`config.mk`:
```
export PLATFORM = sky130hd
export DESIGN_NAME = dbs_debug_scan
export DESIGN_NICKNAME = d
export VERILOG_FILES = /design/src/inc/dbs_pkg.sv /design/src/design/dbs_debug_scan.sv
export SDC_FILE = /design/constraint.sdc
export NUM_CORES = 1
export LEC_CHECK = 0
export BUFFER_PORTS_ARGS = -buffer_cell sky130_fd_sc_hd__buf_4
export CAP_MARGIN = 20
export CORE_MARGIN = 2
export CORE_UTILIZATION = 40
export CTS_CLUSTER_DIAMETER = 40
export DETAILED_ROUTE_END_ITERATION = 8
export GPL_TIMING_DRIVEN = 0
export PLACE_DENSITY_LB_ADDON = 0.3
export SYNTH_ARGS = -nofsm -noshare
export SYNTH_HDL_FRONTEND = slang
export SYNTH_SLANG_ARGS = --single-unit
export TNS_END_PERCENT = 100
```
`constraint.sdc`:
```
create_clock -name clk_i -period 1.9 [get_ports clk_i]
set_input_delay 0.285 -clock clk_i [delete_from_list [all_inputs] [get_ports clk_i]]
set_output_delay 0.285 -clock clk_i [all_outputs]
set_load 0.05 [all_outputs]
```
`src/inc/dbs_pkg.sv`:
```
package dbs_pkg;

  // Scan chain numbers
  localparam logic [3:0] CHAIN_CORE = 4'h0;
  localparam logic [3:0] CHAIN_DEBUG = 4'h1;
  localparam logic [3:0] CHAIN_REGS = 4'h2;
  localparam logic [3:0] CHAIN_EXT = 4'h3;
  localparam logic [3:0] CHAIN_RSV_A = 4'h4;
  localparam logic [3:0] CHAIN_RSV_B = 4'h8;
  localparam logic [3:0] CHAIN_RESET = 4'h0;

  // Debug register access chain layout
  localparam int CHAIN_LEN = 38;
  localparam int RW_BIT = 37;
  localparam int ADDR_LSB = 32;
  localparam int ADDR_W = 5;
  localparam int DATA_W = 32;

  // Debug status register, reached through the access chain
  localparam logic [4:0] DSTAT_ADDR = 5'h01;
  localparam int DSTAT_ACK_BIT = 0;
  localparam int DSTAT_COMPACT_BIT = 4;

  // Wishbone register byte offsets
  localparam logic [7:0] CTRL_OFS = 8'h00;
  localparam logic [7:0] STAT_OFS = 8'h04;

  // Control register fields
  localparam int CTRL_MON_BIT = 0;
  localparam int CTRL_TEST_BIT = 1;
  localparam logic [1:0] CTRL_RESET = 2'h0;

  // Status register fields
  localparam int STAT_ACK_BIT = 0;
  localparam int STAT_DSEL_BIT = 1;
  localparam int STAT_TEST_BIT = 2;
  localparam int STAT_COMPACT_BIT = 4;
  localparam int STAT_CHAIN_LSB = 8;

  // Pin synchroniser: bit positions in the sampled vector
  localparam int PIN_N = 4;
  localparam int PIN_TCK = 0;
  localparam int PIN_TDI = 1;
  localparam int PIN_MCLK = 2;
  localparam int PIN_RET = 3;

  // Core clock selection modes
  typedef enum logic [1:0] {
    CLK_NORMAL,
    CLK_ENTRY,
    CLK_DEBUG,
    CLK_TEST
  } dbs_clk_mode_t;

endpackage

```
`src/design/dbs_debug_scan.sv`:
```
`timescale 1ns/1ps
// How it works
// - Access chain: rw, 5 address, 32 data
// - Capture leaves access chain contents unchanged
// - Shift loads chain; bits 32-36 address
// - Update writes if bit 37, else reads
// - External drive and clocks only while chain 3
// - Test drive on INTEST/EXTEST/CLAMP/clamp-tristate
// - Update clock pulses in update-data state
// - Capture clocks pulse per INTEST or EXTEST
// - Two non-overlapping shift clocks, else low
// - Tristate request low only under HIGHZ
// - External reset active in Test-Logic-Reset
// - Normal: memory clock, debug clock low
// - Debug: debug clock drives core, exported
// - Monitor mode blocks debug entry, not serial test
// - Acknowledge in high phase, switch on fall
// - Restart resynchronises core to memory clock
// - Test clock in idle, chain 0 INTEST
// - Status bit 4 marks compressed-state entry
// - External path for chain 3 or unassigned
// - Selected chain number on four-bit output
module dbs_debug_scan #(
  parameter int NREG = 8 // Debug registers held in the access chain target
) (
  input wire logic clk_i, // 25 MHz system clock
  input wire logic rst_i, // Synchronous reset, active high
  // Wishbone slave
  input wire logic cyc_i, // Bus cycle
  input wire logic stb_i, // Strobe
  input wire logic we_i, // Write enable
  input wire logic [7:0] adr_i, // Byte address
  input wire logic [3:0] sel_i, // Byte lanes
  input wire logic [31:0] dat_i, // Write data
  output logic [31:0] dat_o, // Read data
  output logic ack_o, // Acknowledge
  // Test pins from the debug host
  input wire logic tck_i, // Test clock pin
  input wire logic tdi_i, // Test data in pin
  output logic tdo_o, // Test data out
  // Decoded TAP state, same clock domain
  input wire logic st_tlr_i, // Test-Logic-Reset
  input wire logic st_rti_i, // Run-Test/Idle
  input wire logic st_capture_dr_i, // Capture-data
  input wire logic st_shift_dr_i, // Shift-data
  input wire logic st_update_dr_i, // Update-data
  // Decoded current instruction, same clock domain
  input wire logic ir_intest_i, // INTEST current
  input wire logic ir_extest_i, // EXTEST current
  input wire logic ir_clamp_i, // CLAMP current
  input wire logic ir_clamp_tristate_instr_i, // Clamp-with-tristate current
  input wire logic ir_highz_i, // HIGHZ loaded
  input wire logic ir_restart_i, // RESTART current
  input wire logic [3:0] chain_sel_i, // Chain chosen by the scan path select
  // Core side
  input wire logic mclk_i, // Memory clock pin
  input wire logic debug_req_i, // Core wants to enter debug
  input wire logic compact_i, // Core is in compressed state
  output logic debug_acknowledge_o, // Core is in debug state
  output logic debug_clock_o, // Debug clock
  output logic exported_core_clock_o, // Selected core clock
  output logic [3:0] selected_chain_number_o, // Current chain
  // External boundary-scan chain
  input wire logic ext_scan_return_in_i, // Serial data back from chain
  output logic ext_scan_data_out_o, // Serial data to chain
  output logic ext_chain_test_drive_o, // Cells in test mode
  output logic ext_chain_update_clk_o, // Update clock
  output logic ext_chain_intest_capture_clk_o, // INTEST capture clock
  output logic ext_chain_extest_capture_clk_o, // EXTEST capture clock
  output logic ext_chain_shift_master_clk_o, // Master shift clock
  output logic ext_chain_shift_slave_clk_o, // Slave shift clock
  output logic tristate_request_n_o, // Tristate request, active low
  output logic ext_chain_reset_o // External cell reset
);

  ////////////////////////////////////////////////////////////////////////////
  // State

  typedef struct packed {
    logic [dbs_pkg::PIN_N-1:0] s1; // First sync stage
    logic [dbs_pkg::PIN_N-1:0] s2; // Second sync stage
    logic [dbs_pkg::PIN_N-1:0] s3; // Third sync stage
    logic [dbs_pkg::PIN_N-1:0] pin; // Filtered pin levels
    logic tck_d; // Filtered test clock, one cycle late
    logic mclk_d; // Filtered memory clock, one cycle late
    logic [dbs_pkg::CHAIN_LEN-1:0] sr; // Access chain shift register
    logic [NREG-1:0][dbs_pkg::DATA_W-1:0] regs; // Debug registers
    logic tdo; // Serial out
    logic ext_out; // Data to external chain
    logic drive; // Test drive
    logic upd_clk; // Update clock
    logic icap; // INTEST capture clock
    logic ecap; // EXTEST capture clock
    logic sh_m; // Master shift clock
    logic sh_s; // Slave shift clock
    logic hz_n; // Tristate request
    logic ext_rst; // External reset
    logic dbg_clk; // Debug clock
    logic core_clk; // Exported core clock
    logic dbg_ack; // Debug acknowledge
    logic compact; // Debug entered from compressed state
    logic mon; // Monitor mode selected
    logic test; // Serial test requested
    dbs_pkg::dbs_clk_mode_t mode; // Clock selection mode
    logic [3:0] chain; // Selected chain
    logic wb_ack; // Bus acknowledge
    logic [31:0] wb_dat; // Bus read data
  } dbs_state_t;

  dbs_state_t r; // Registered state
  dbs_state_t next_r; // Next state

  ////////////////////////////////////////////////////////////////////////////
  // Helpers

  // True for chain numbers routed to the external scan pins
  function automatic logic is_ext_path(input logic [3:0] c);
    is_ext_path = !(c == dbs_pkg::CHAIN_CORE || c == dbs_pkg::CHAIN_DEBUG ||
                    c == dbs_pkg::CHAIN_REGS || c == dbs_pkg::CHAIN_RSV_A ||
                    c == dbs_pkg::CHAIN_RSV_B);
  endfunction

  // Word decode shared by the bus read and write paths
  function automatic logic adr_is(input logic [7:0] a, input logic [7:0] ofs);
    adr_is = (a[7:2] == ofs[7:2]);
  endfunction

  logic tck_rise; // Filtered test clock rising edge
  logic tck_hi; // Test clock high for two samples
  logic tck_lo; // Test clock low for two samples
  logic mclk_hi; // Memory clock high phase
  logic mclk_fall; // Memory clock falling edge
  logic on_chain3; // External controls may act
  logic regs_ok; // Access chain updates allowed
  logic [dbs_pkg::ADDR_W-1:0] acc_adr; // Addressed debug register
  logic [31:0] stat_word; // Bus status view
  logic [31:0] dstat_word; // Debug status register view
  logic bus_req; // New bus request

  assign tck_hi = r.pin[dbs_pkg::PIN_TCK] & r.tck_d;
  assign tck_lo = ~r.pin[dbs_pkg::PIN_TCK] & ~r.tck_d;
  assign tck_rise = r.pin[dbs_pkg::PIN_TCK] & ~r.tck_d;
  assign mclk_hi = r.pin[dbs_pkg::PIN_MCLK];
  assign mclk_fall = ~r.pin[dbs_pkg::PIN_MCLK] & r.mclk_d;
  assign on_chain3 = (r.chain == dbs_pkg::CHAIN_EXT);
  assign regs_ok = (r.chain == dbs_pkg::CHAIN_REGS) & ir_intest_i;
  assign acc_adr = r.sr[dbs_pkg::ADDR_LSB +: dbs_pkg::ADDR_W];
  assign bus_req = cyc_i & stb_i & ~r.wb_ack;

  // Hardware status words
  always_comb
  begin
    dstat_word = 32'h0000_0000;
    dstat_word[dbs_pkg::DSTAT_ACK_BIT] = r.dbg_ack;
    dstat_word[dbs_pkg::DSTAT_COMPACT_BIT] = r.compact;
    stat_word = 32'h0000_0000;
    stat_word[dbs_pkg::STAT_ACK_BIT] = r.dbg_ack;
    // Either test-clock mode counts as debug clock selected
    stat_word[dbs_pkg::STAT_DSEL_BIT] = (r.mode == dbs_pkg::CLK_DEBUG) |
                                        (r.mode == dbs_pkg::CLK_TEST);
    stat_word[dbs_pkg::STAT_TEST_BIT] = r.test;
    stat_word[dbs_pkg::STAT_COMPACT_BIT] = r.compact;
    stat_word[dbs_pkg::STAT_CHAIN_LSB +: 4] = r.chain;
  end

  ////////////////////////////////////////////////////////////////////////////
  // Next-state logic

  always_comb
  begin
    next_r = r;
    // Pin sampling; a change counts once stages two and three agree
    next_r.s1 = {ext_scan_return_in_i, mclk_i, tdi_i, tck_i};
    next_r.s2 = r.s1;
    next_r.s3 = r.s2;
    for (int i = 0; i < dbs_pkg::PIN_N; i++)
    begin
      if (r.s2[i] == r.s3[i])
      begin
        next_r.pin[i] = r.s3[i];
      end
    end
    next_r.tck_d = r.pin[dbs_pkg::PIN_TCK];
    next_r.mclk_d = r.pin[dbs_pkg::PIN_MCLK];
    next_r.chain = chain_sel_i;

    // Access chain: captures nothing, shifts toward the low end
    if (tck_rise && st_shift_dr_i && r.chain == dbs_pkg::CHAIN_REGS)
    begin
      next_r.sr = {r.pin[dbs_pkg::PIN_TDI], r.sr[dbs_pkg::CHAIN_LEN-1:1]};
    end
    else if (tck_rise && st_update_dr_i && regs_ok)
    begin
      if (r.sr[dbs_pkg::RW_BIT])
      begin
        // Status is hardware owned; writes to it are dropped
        if (acc_adr != dbs_pkg::DSTAT_ADDR && 32'(acc_adr) < NREG)
        begin
          next_r.regs[acc_adr] = r.sr[dbs_pkg::DATA_W-1:0];
        end
      end
      else if (acc_adr == dbs_pkg::DSTAT_ADDR)
      begin
        next_r.sr[dbs_pkg::DATA_W-1:0] = dstat_word;
      end
      else if (32'(acc_adr) < NREG)
      begin
        next_r.sr[dbs_pkg::DATA_W-1:0] = r.regs[acc_adr];
      end
      else
      begin
        next_r.sr[dbs_pkg::DATA_W-1:0] = 32'h0000_0000;
      end
    end
    // Capture-data on this chain deliberately has no branch

    // Serial out registered every cycle from the chain end, chosen by chain
    if (r.chain == dbs_pkg::CHAIN_REGS)
    begin
      next_r.tdo = r.sr[0];
    end
    else if (is_ext_path(r.chain))
    begin
      next_r.tdo = r.pin[dbs_pkg::PIN_RET];
    end
    else
    begin
      next_r.tdo = 1'b0;
    end
    next_r.ext_out = is_ext_path(r.chain) & r.pin[dbs_pkg::PIN_TDI];

    // External chain controls; drive and clocks held inactive off chain 3
    next_r.drive = on_chain3 & (ir_intest_i | ir_extest_i | ir_clamp_i |
                                ir_clamp_tristate_instr_i);
    next_r.upd_clk = on_chain3 & st_update_dr_i & tck_hi;
    next_r.icap = on_chain3 & st_capture_dr_i & ir_intest_i & tck_hi;
    next_r.ecap = on_chain3 & st_capture_dr_i & ir_extest_i & tck_hi;
    // A one-sample gap at each test clock edge keeps the two apart
    next_r.sh_m = on_chain3 & st_shift_dr_i & tck_hi;
    next_r.sh_s = on_chain3 & st_shift_dr_i & tck_lo;
    next_r.hz_n = ~ir_highz_i;
    next_r.ext_rst = st_tlr_i;

    // Core clock mode
    unique case (r.mode)
      dbs_pkg::CLK_NORMAL:
      begin
        // Monitor mode blocks debug entry; serial test still leaves the memory clock
        if (debug_req_i && !r.mon && mclk_hi)
        begin
          next_r.dbg_ack = 1'b1;
          next_r.compact = compact_i;
          next_r.mode = dbs_pkg::CLK_ENTRY;
        end
        else if (r.test)
        begin
          next_r.mode = dbs_pkg::CLK_TEST;
        end
      end
      dbs_pkg::CLK_ENTRY:
      begin
        if (mclk_fall)
        begin
          next_r.mode = dbs_pkg::CLK_DEBUG;
        end
      end
      dbs_pkg::CLK_DEBUG:
      begin
        // Resync happens when restart reaches idle
        if (ir_restart_i && st_rti_i)
        begin
          next_r.dbg_ack = 1'b0;
          next_r.mode = dbs_pkg::CLK_NORMAL;
        end
      end
      dbs_pkg::CLK_TEST:
      begin
        if (ir_restart_i)
        begin
          next_r.test = 1'b0;
          next_r.mode = dbs_pkg::CLK_NORMAL;
        end
      end
    endcase

    // Debug clock from the test clock, only in idle
    next_r.dbg_clk = 1'b0;
    if (r.mode == dbs_pkg::CLK_DEBUG)
    begin
      next_r.dbg_clk = st_rti_i & ir_intest_i & tck_hi;
    end
    else if (r.mode == dbs_pkg::CLK_TEST)
    begin
      // External test never clocks the core
      next_r.dbg_clk = st_rti_i & ir_intest_i & ~ir_extest_i & tck_hi &
                       (r.chain == dbs_pkg::CHAIN_CORE);
    end
    // Memory clock path adds two samples, same as debug clock path
    if (r.mode == dbs_pkg::CLK_DEBUG || r.mode == dbs_pkg::CLK_TEST)
    begin
      next_r.core_clk = r.dbg_clk;
    end
    else
    begin
      next_r.core_clk = r.mclk_d;
    end

    // Wishbone: ack one cycle after a new request, dropped next cycle
    next_r.wb_ack = bus_req;
    next_r.wb_dat = 32'h0000_0000;
    // Writes land at the edge where the master samples ack high, not earlier
    if (cyc_i && stb_i && r.wb_ack && we_i && sel_i[0] && adr_is(adr_i, dbs_pkg::CTRL_OFS))
    begin
      next_r.mon = dat_i[dbs_pkg::CTRL_MON_BIT];
      next_r.test = dat_i[dbs_pkg::CTRL_TEST_BIT];
    end
    else if (bus_req && !we_i && adr_is(adr_i, dbs_pkg::CTRL_OFS))
    begin
      next_r.wb_dat[dbs_pkg::CTRL_MON_BIT] = r.mon;
      next_r.wb_dat[dbs_pkg::CTRL_TEST_BIT] = r.test;
    end
    else if (bus_req && !we_i && adr_is(adr_i, dbs_pkg::STAT_OFS))
    begin
      next_r.wb_dat = stat_word;
    end

    // Synchronous reset
    if (rst_i)
    begin
      next_r = '0;
      next_r.hz_n = 1'b1;
      next_r.mode = dbs_pkg::CLK_NORMAL;
      next_r.chain = dbs_pkg::CHAIN_RESET;
      next_r.mon = dbs_pkg::CTRL_RESET[dbs_pkg::CTRL_MON_BIT];
      next_r.test = dbs_pkg::CTRL_RESET[dbs_pkg::CTRL_TEST_BIT];
    end
  end

  ////////////////////////////////////////////////////////////////////////////
  // Registers

  // Single state register
  always_ff @(posedge clk_i)
  begin
    r <= next_r;
  end

  ////////////////////////////////////////////////////////////////////////////
  // Outputs

  assign dat_o = r.wb_dat;
  assign ack_o = r.wb_ack;
  assign tdo_o = r.tdo;
  assign debug_acknowledge_o = r.dbg_ack;
  assign debug_clock_o = r.dbg_clk;
  assign exported_core_clock_o = r.core_clk;
  assign selected_chain_number_o = r.chain;
  assign ext_scan_data_out_o = r.ext_out;
  assign ext_chain_test_drive_o = r.drive;
  assign ext_chain_update_clk_o = r.upd_clk;
  assign ext_chain_intest_capture_clk_o = r.icap;
  assign ext_chain_extest_capture_clk_o = r.ecap;
  assign ext_chain_shift_master_clk_o = r.sh_m;
  assign ext_chain_shift_slave_clk_o = r.sh_s;
  assign tristate_request_n_o = r.hz_n;
  assign ext_chain_reset_o = r.ext_rst;

endmodule

```
==> flow_metrics.tcl, run 1 <==
set metrics [dict create \
    status "finished, violations left" \
    violations "setup timing" \
    dpl-instance-area_sq_um 16300 \
    pre_cts_ws_ns -1.12 \
    setup_viol 70 \
    synth_common_cells "dfxtp_1 (341), mux2i_1 (269), nand2b_1 (260), mux4_2 (62), nor2b_1 (52)" \
    end_kind "register" \
    drv_cap 0 \
    ys_seq_area_frac 0.452 \
    drt-total-wl_um 40700 \
    hold_slack_ns 0.0311 \
    finClkSkew_ns 0.0284 \
    synth_area_sq_um 15100 \
    synthCells 1364 \
    fmax_mhz 506 \
    stdcell_area_sq_um 19300 \
    wire_per_inst_um 19.3 \
    port_buffers 60 \
    drive_gt1_frac 0.252 \
    cp-start-kind "register" \
    avgViaCountPerCell 5.01 \
    dpl.hpwl_um 24800 \
    cts_num_sinks 341 \
    finalWorstSetupSlack_ns -0.0749 \
    cp.required_ns 2.31 \
    cts_buffer_depth 3 \
    vias 10500 \
    p_leak_nw 8.87 \
    cts_tree "done" \
    hp-class "in -> reg" \
    antenna_found_initial 0 \
    die_h_um 198 \
    n_antenna_cell 0 \
    clk_pin_slew_worst_paths_ns 0.06 \
    layout-area-overhead-vs-synth_pct 27.9 \
    maxSlewViolCount 0 \
    grt_pass1_vias 10700 \
    synth_edf_count 0 \
    cp_max_fo 6 \
    fin_util 0.517 \
    relSlewSlack 0.554 \
    r2r-start "selected_chain_number_o[3]$_SDFF_PP0_" \
    synth_top_area_share 0.452 \
    die_x_um 198 \
    nets 1626 \
    clock-root-buffer "clkbuf_16" \
    hp-start "st_rti_i" \
    gp_congestion 0.774 \
    ys_async_sr_fraction 0 \
    hold_violations 0 \
    drt_iter0_markers 547 \
    tns_ns -2.51 \
    ys_top_cells_by_area "dfxtp_1 (45%), mux2i_1 (18%), nand2b_1 (11%), mux4_2 (9.2%), nor2b_1 (2.2%)" \
    power.density_nw_per_um2 893 \
    crit_start "selected_chain_number_o[3]$_SDFF_PP0_" \
    yosysTopAreaCell "dfxtp_1" \
    grt_pass1_wl_um 60500 \
    synth_seq_cells 341 \
    stdcell_count 2106 \
    power.total_mw 17.3 \
    h-tree-depth 2 \
    synth_cell_type_count 55 \
    initial_core_util 0.404 \
    crit_type "reg -> reg" \
    ys_warn_count 0 \
    clk_latency_ns 0.56 \
    io_pins 120 \
    row_count 71 \
    overflow 0 \
    grt_start_max_net_pins 14 \
    rsz0062_at_grt "true" \
    timing.final.crit_share 1.04 \
    drc 0 \
    synth_flop_cell "dfxtp_1" \
    grt_util_all_layers 0.198 \
    dpl.cell_count 1958 \
    syn_area_per_cell_sq_um 11.1 \
    cp_data_arrival_time_ns 2.39 \
    cts_made_buffers 49 \
    drtAntennaViolNets 0 \
    first_pass_iters 4 \
    tightestPinTransition_ns 0.670 \
    irDropWorstVdd_mv 0.559 \
    period_needed_ns 1.97 \
    dieArea_sq_um 39400 \
    yosysMostFrequentCell "dfxtp_1" \
    core-area_sq_um 37400 \
]
==> routing by layer <==
metal	up-vias	GRT usage	share of wire	wire (um)
met5	-	0	0	0
met4	0	0.0501	0.024	988
met3	72	0.0287	0.043	1730
met2	237	0.344	0.48	19600
met1	5204	0.260	0.45	18400
li1	5030	-	-	-
==> cells by family after synthesis <==
logic type	after synthesis	synth area share
AOI/OAI and AO/OA	88	0.0365
adders and majority gates	1	0.000662
buffers and inverters	198	0.0685
DFF	341	0.452
muxes	331	0.270
other	1	0.000248
and+or+nand+nor	404	0.172
==> power breakdown <==
part           leakage, nW  switching (mW)  internal (mW)  total, mW
Clock                0.839            3.50           5.97       9.46
Combinational         5.28           0.354          0.251      0.605
Sequential            2.75          0.0166           7.17       7.19
==> layout make-up <==
type	instances	area, sq um
clock buffers	60	1360
inverters	36	135
repair buffers	123	1320
flip-flops and latches	341	6840
multi-input cells	848	7480
well taps	511	639
plain buffers	157	1200
fillers	3165	18100
clock inverters	30	367
==> cells in the final DEF, fill, tap and decap left out, types with 8 or more instances in the layout <==
cell type      synthesis  layout
buf_1                 37      30
inv_1                 36      35
nand2b_1             260     260
inv_6                  0       8
nor2_1                24      23
dfxtp_1              341     337
o21ai_1                1       8
conb_1                 1      24
mux4_2                62      62
clkbuf_2               3      25
a22oi_1               32      32
buf_12                 0      21
nand2_1               14      13
nor3_1                 8       8
mux2i_1              269     269
a21oi_1                8       8
buf_6                 16      16
nor2b_1               52      51
clkbuf_16              0      62
o21ai_2                0      22
buf_4                 37     119
dlygate4sd3_1          0      20
clkbuf_1              45      25
==> critical path, cell delays in order, from the launching register on <==
cell and delay [ns]:
dfxtp_4 0.37, or4b_4 0.62, nor2_8 0.21, nand4_4 0.15
buf_12 0.20, clkbuf_16 0.17, mux2i_1 0.12
==> final timing paths <==
path / endpoint / slack (ns) / cells past startpoint
worst max-delay path: register / -0.07 / 6
worst min-delay path: debug_clock_o$_SDFF_PP0_ / 0.03 / 3
worst max register to register: register / -0.07 / 6
worst min register to register: r[360]$_SDFF_PP0_ / 0.44 / 1
==> what timing repair did <==
action	4_1_cts	5_1_grt
setup endpoints to repair	323	244
gates cloned	5	11
endpoints found under the hold margin	18	0
pin swaps	22	9
buffers inserted	16	12
hold buffers	20	0
resized for setup	139	73
Power figures use the tool's default switching activity.
==> run 2, diff against run 1 <==
--- a/config.mk
+++ b/config.mk
@@ -5,6 +5,7 @@
 export SDC_FILE = /design/constraint.sdc
 export NUM_CORES = 1
 export LEC_CHECK = 0
+export ABC_AREA = 1
 export BUFFER_PORTS_ARGS = -buffer_cell sky130_fd_sc_hd__buf_4
 export CAP_MARGIN = 20
 export CORE_MARGIN = 2
==> constraint.sdc (replaced) <==
create_clock -name clk_i -period 2.3 [get_ports clk_i]
set_input_delay 0.345 -clock clk_i [delete_from_list [all_inputs] [get_ports clk_i]]
set_output_delay 0.345 -clock clk_i [all_outputs]
set_load 0.05 [all_outputs]
==> run 2 against run 1 <==
Net effect:
- the flow now finishes without violations
- global-route usage increased by 6.8 points
- critical path depth increased by 1
- sequential share of layout area decreased by 2.4 points
- fmax decreased by 13%
- power decreased by 15%
- critical path type unchanged
- largest power group unchanged
- highest routed layer unchanged
==> flow_metrics.tcl, run 2 <==
set metrics [dict create \
    status "completed" \
    relSlewSlack 0.395 \
    synthCells 2780 \
    syn_area_per_cell_sq_um 6.21 \
    p_leak_nw 9.72 \
    cts_tree "done" \
    io_pins 120 \
    cp-start-kind "register" \
    end_kind "register" \
    drive_gt1_frac 0.102 \
    final_common_cell "nand2_1" \
    drv_cap 0 \
    antenna_found_initial 0 \
    yosysMostFrequentCell "nand2_1" \
    gp_congestion 0.932 \
    irDropWorstVdd_mv 0.455 \
    port_buffers 59 \
    synth_seq_cells 341 \
    clock-root-buffer "clkbuf_16" \
    hp-class "in -> reg" \
    first_pass_iters 6 \
    crit_type "reg -> reg" \
    avgViaCountPerCell 5.01 \
    tightestPinTransition_ns 0.908 \
    multi_input_area_sq_um 7420 \
    cts_made_buffers 52 \
    vias 17800 \
    drt-total-wl_um 59600 \
    initial_core_util 0.403 \
    die_h_um 212 \
    drt_iter0_markers 1795 \
    core-area_sq_um 42900 \
    synth_edf_count 0 \
    clk_pin_slew_worst_paths_ns 0.06 \
    drc 0 \
    drtAntennaViolNets 0 \
    timing.final.crit_share 0.984 \
    hold_violations 0 \
    fin_util 0.483 \
    die_x_um 212 \
    fmax_mhz 442 \
    finClkSkew_ns 0.0199 \
    register_area_sq_um 6830 \
    synth_area_sq_um 17300 \
    mostFrequentLayoutCells "nand2_1 (759), inv_1 (580), dfxtp_1 (339), nor2_1 (310), nand4_1 (256)" \
    nets 3004 \
    dpl.hpwl_um 42100 \
    synth_common_cells "nand2_1 (762), inv_1 (580), dfxtp_1 (341), nor2_1 (316), nand4_1 (256)" \
    grt_util_all_layers 0.267 \
    fillCellCount 4388 \
    overflow 0 \
    synth_cell_type_count 24 \
    power.total_mw 14.7 \
    cts_num_sinks 341 \
    grt_pass1_vias 16500 \
    h-tree-depth 2 \
    cts_buffer_depth 3 \
    ys_warn_count 0 \
    synth_top_area_share 0.395 \
    rsz0062_at_grt "true" \
    cp.required_ns 2.79 \
    yosysTopAreaCell "dfxtp_1" \
    period_needed_ns 2.26 \
    dieArea_sq_um 44900 \
    grt_start_max_net_pins 13 \
    layout-area-overhead-vs-synth_pct 20.0 \
    cp_data_arrival_time_ns 2.75 \
    row_count 76 \
    ys_async_sr_fraction 0 \
    power.density_nw_per_um2 708 \
    synth_flop_cell "dfxtp_1" \
    ys_seq_area_frac 0.395 \
    grt_pass1_wl_um 91600 \
    setup_viol 0 \
    wire_per_inst_um 16.7 \
    maxSlewViolCount 0 \
    clk_latency_ns 0.59 \
    cp_max_fo 10 \
    ys_top_cells_by_area "dfxtp_1 (40%), nand2_1 (17%), inv_1 (13%), nand4_1 (9.3%), nor2_1 (6.9%)" \
]
-- run 2: critical path: stages (launching register included) --
cell and delay [ns]:
dfxtp_1 0.30, clkbuf_1 0.34, clkbuf_2 0.40, buf_2 0.40, buf_2 0.35, nand4_1 0.19
nand2_1 0.12, nor2_1 0.05
-- run 2: power breakdown --
group          total, mW  switching (mW)  internal [mW]
logic              0.599           0.408          0.191
registers           5.96          0.0228           5.94
clock network       8.13            3.02           5.11
total               14.7            3.45           11.2
-- run 2: worst paths after layout --
| check | cells after the start | slack (ns) | endpoint | startpoint |
|---|---|---|---|---|
| worst max-delay path | 7 | 0.04 | register | r[348]$_SDFFE_PP0P_ |
| worst min-delay path | 3 | 0.02 | ext_chain_intest_capture_clk_o$_SDFF_PP0_ | st_capture_dr_i |
| worst max register to register | 7 | 0.04 | register | r[348]$_SDFFE_PP0P_ |
| worst min register to register | 2 | 0.41 | r[362]$_SDFF_PP0_ | r[366]$_SDFF_PP0_ |
-- run 2: per-layer routing --
layer,share of wire,track usage,wire length [um]
met1,0.42,0.347,25000
met2,0.45,0.429,26600
met3,0.092,0.0466,5500
met4,0.041,0.129,2470
met5,0,0,0
-- run 2: cells by family after synthesis --
logic type	count (synthesis)	share of synthesized area
other	1	0.000217
AOI/OAI and AO/OA	103	0.0349
DFF	341	0.395
and+or+nand+nor	1528	0.384
buffers and inverters	807	0.185
-- run 2: what timing repair did --
action / CTS / global route
hold buffers: 13 / 0
resized for setup: 61 / 74
setup buffers: 2 / 3
setup endpoints to repair: 251 / 243
gates cloned: 0 / 0
endpoints found under the hold margin: 13 / 0
pin swaps: 1 / 3
-- run 2: through the flow --
| stage | cell area (sq um) | std cells | hold WS, ns | worst slack, ns | setup TNS, ns |
|---|---|---|---|---|---|
| 5_1_grt | 20700 | 3560 | 0.0355 | -0.0145 | -0.0551 |
| 3_3_place_gp | 18500 | 3447 | 0.391 | -0.690 | -75.26 |
| 2_1_floorplan | 17400 | 2803 | 0.388 | 0.497 | 0 |
| 3_5_place_dp | 18500 | 3447 | 0.401 | -0.670 | -81.92 |
| 6_report | 20700 | 3561 | 0.0229 | 0.0364 | 0 |
| 4_1_cts | 20600 | 3557 | 0.00466 | -0.0526 | -0.666 |
-- run 2: area by class of cell --
type	count	share of cell area
Tap cell	585	0.0353
Antenna cell	1	0.000121
Multi-Input combinational cell	1655	0.358
Timing Repair Buffer	77	0.0295
Clock inverter	30	0.0157
Clock buffer	65	0.0710
Inverter	586	0.106
Sequential cell	341	0.329
Buffer	221	0.0549
==> run 3, diff against run 2 <==
--- a/config.mk
+++ b/config.mk
@@ -12,7 +12,6 @@
 export CORE_UTILIZATION = 40
 export CTS_CLUSTER_DIAMETER = 40
 export DETAILED_ROUTE_END_ITERATION = 8
-export GPL_TIMING_DRIVEN = 0
 export PLACE_DENSITY_LB_ADDON = 0.3
 export SYNTH_ARGS = -nofsm -noshare
 export SYNTH_HDL_FRONTEND = slang
==> run 3 against run 2 <==
Net effect:
- routed wire length is 12% lower
- critical path depth stayed put
- via count is 5.4% lower
- clock skew is 0.00097 ns lower
- flip-flop and latch count stayed put
- first-iteration DRC count is 25% lower
- worst setup slack better by 0.070 ns
- largest power group unchanged
- highest routed layer unchanged
==> flow_metrics.tcl, run 3 (same netlist as run 2, synthesis figures left out) <==
set metrics [dict create \
    fmax_mhz 456 \
    stdcell_count 3417 \
    final_common_cell "nand2_1" \
    tns_ns 0 \
    power.density_nw_per_um2 733 \
    clk_pin_slew_worst_paths_ns 0.06 \
    drt-total-wl_um 52400 \
    cp_data_arrival_time_ns 2.74 \
    io_pins 120 \
    power.total_mw 15.0 \
    antenna_found_initial 0 \
    h-tree-depth 2 \
    cts_tree "done" \
    die_x_um 212 \
    cts_num_sinks 341 \
    hold_slack_ns 0.0430 \
    dieArea_sq_um 44900 \
    first_pass_iters 5 \
    layout-area-overhead-vs-synth_pct 18.1 \
    port_buffers 60 \
    grt_util_all_layers 0.236 \
    dpl-instance-area_sq_um 18300 \
    initial_core_util 0.403 \
    drtAntennaViolNets 0 \
    cts_made_buffers 55 \
    drive_gt1_frac 0.0876 \
    crit_type "reg -> reg" \
    drc 0 \
    period_needed_ns 2.19 \
    status "completed" \
    vias 16900 \
    setup_viol 0 \
    finalWorstSetupSlack_ns 0.107 \
    dpl.cell_count 3298 \
    maxSlewViolCount 0 \
    core-area_sq_um 42900 \
    hold_violations 0 \
    irDropWorstVdd_mv 0.561 \
    end_kind "register" \
    n_antenna_cell 0 \
    overflow 0 \
    rsz0062_at_grt "false" \
    tightestPinTransition_ns 0.865 \
    grt_pass1_wl_um 83800 \
    gp_congestion 0.819 \
    dpl.hpwl_um 29300 \
    grt_start_max_net_pins 117 \
    fin_util 0.476 \
    drt_iter0_markers 1354 \
    p_leak_nw 9.44 \
    clock-root-buffer "clkbuf_16" \
    pre_cts_ws_ns 0.160 \
    cp-start-kind "register" \
    drv_cap 0 \
    row_count 76 \
    timing.final.crit_share 0.954 \
    finClkSkew_ns 0.0189 \
    grt_pass1_vias 15800 \
    stdcell_area_sq_um 20400 \
    hp-class "in -> reg" \
    nets 2857 \
    relSlewSlack 0.423 \
    avgViaCountPerCell 4.94 \
    cts_buffer_depth 3 \
    cts_setup_buffers 0 \
    mostFrequentLayoutCells "nand2_1 (762), inv_1 (579), dfxtp_1 (339), nor2_1 (310), nand4_1 (256)" \
    wire_per_inst_um 15.3 \
    die_h_um 212 \
    clk_latency_ns 0.60 \
    cp_max_fo 19 \
    cp.required_ns 2.84 \
]
## run 3: cell types whose count changed in the layout (fill, tap and decap cells not counted), sizes merged
cell and change:
diode -1, buf -28, clkinv +11, bufinv +2, dlygate4sd3 +4, clkbuf -128
inv -1, clkinvlp -3
## run 3: power by group
part | total [mW] | switching [mW] | internal [mW] | leakage, nW
Combinational | 0.538 | 0.365 | 0.173 | 5.77
Sequential | 5.96 | 0.0240 | 5.94 | 2.75
Clock | 8.45 | 3.15 | 5.29 | 0.922
## run 3: worst paths after layout
kind / from / end / slack, ns / cells past startpoint
setup reg to reg: acc_adr[1]$_SDFFE_PP0P_ / register / 0.11 / 7
hold / removal: dat_i[1] / r[39]$_SDFFE_PP0P_ / 0.04 / 3
hold reg to reg: r[364]$_SDFF_PP0_ / r[360]$_SDFF_PP0_ / 0.38 / 2
setup / recovery: acc_adr[1]$_SDFFE_PP0P_ / register / 0.11 / 7
## run 3: critical path, stage by stage, from the launching register on
cell	delay [ns]
dfxtp_1	0.52
nand2_1	0.25
nor3_2	0.66
nand3_2	0.15
buf_4	0.28
nand2_1	0.11
inv_1	0.04
nor2_1	0.10
## run 3: cell type report
class	count	area, sq um
flip-flops and latches	341	6830
repair buffers	148	1350
clock inverters	39	465
clock buffers	63	1430
well taps	585	732
inverters	586	2210
multi-input cells	1655	7390
fillers	4316	22500
## run 3: what timing repair did
action	4_1_cts	5_1_grt
setup endpoints to repair	0	1
hold buffers	17	0
hold endpoints to repair	17	0
gates resized for setup	0	1
## run 3: routing by layer
metal	routed length, um	track usage	part of all wire
met5	0	0	0
met4	1700	0.0913	0.032
met3	3930	0.0411	0.075
met2	24000	0.394	0.46
met1	22700	0.304	0.43
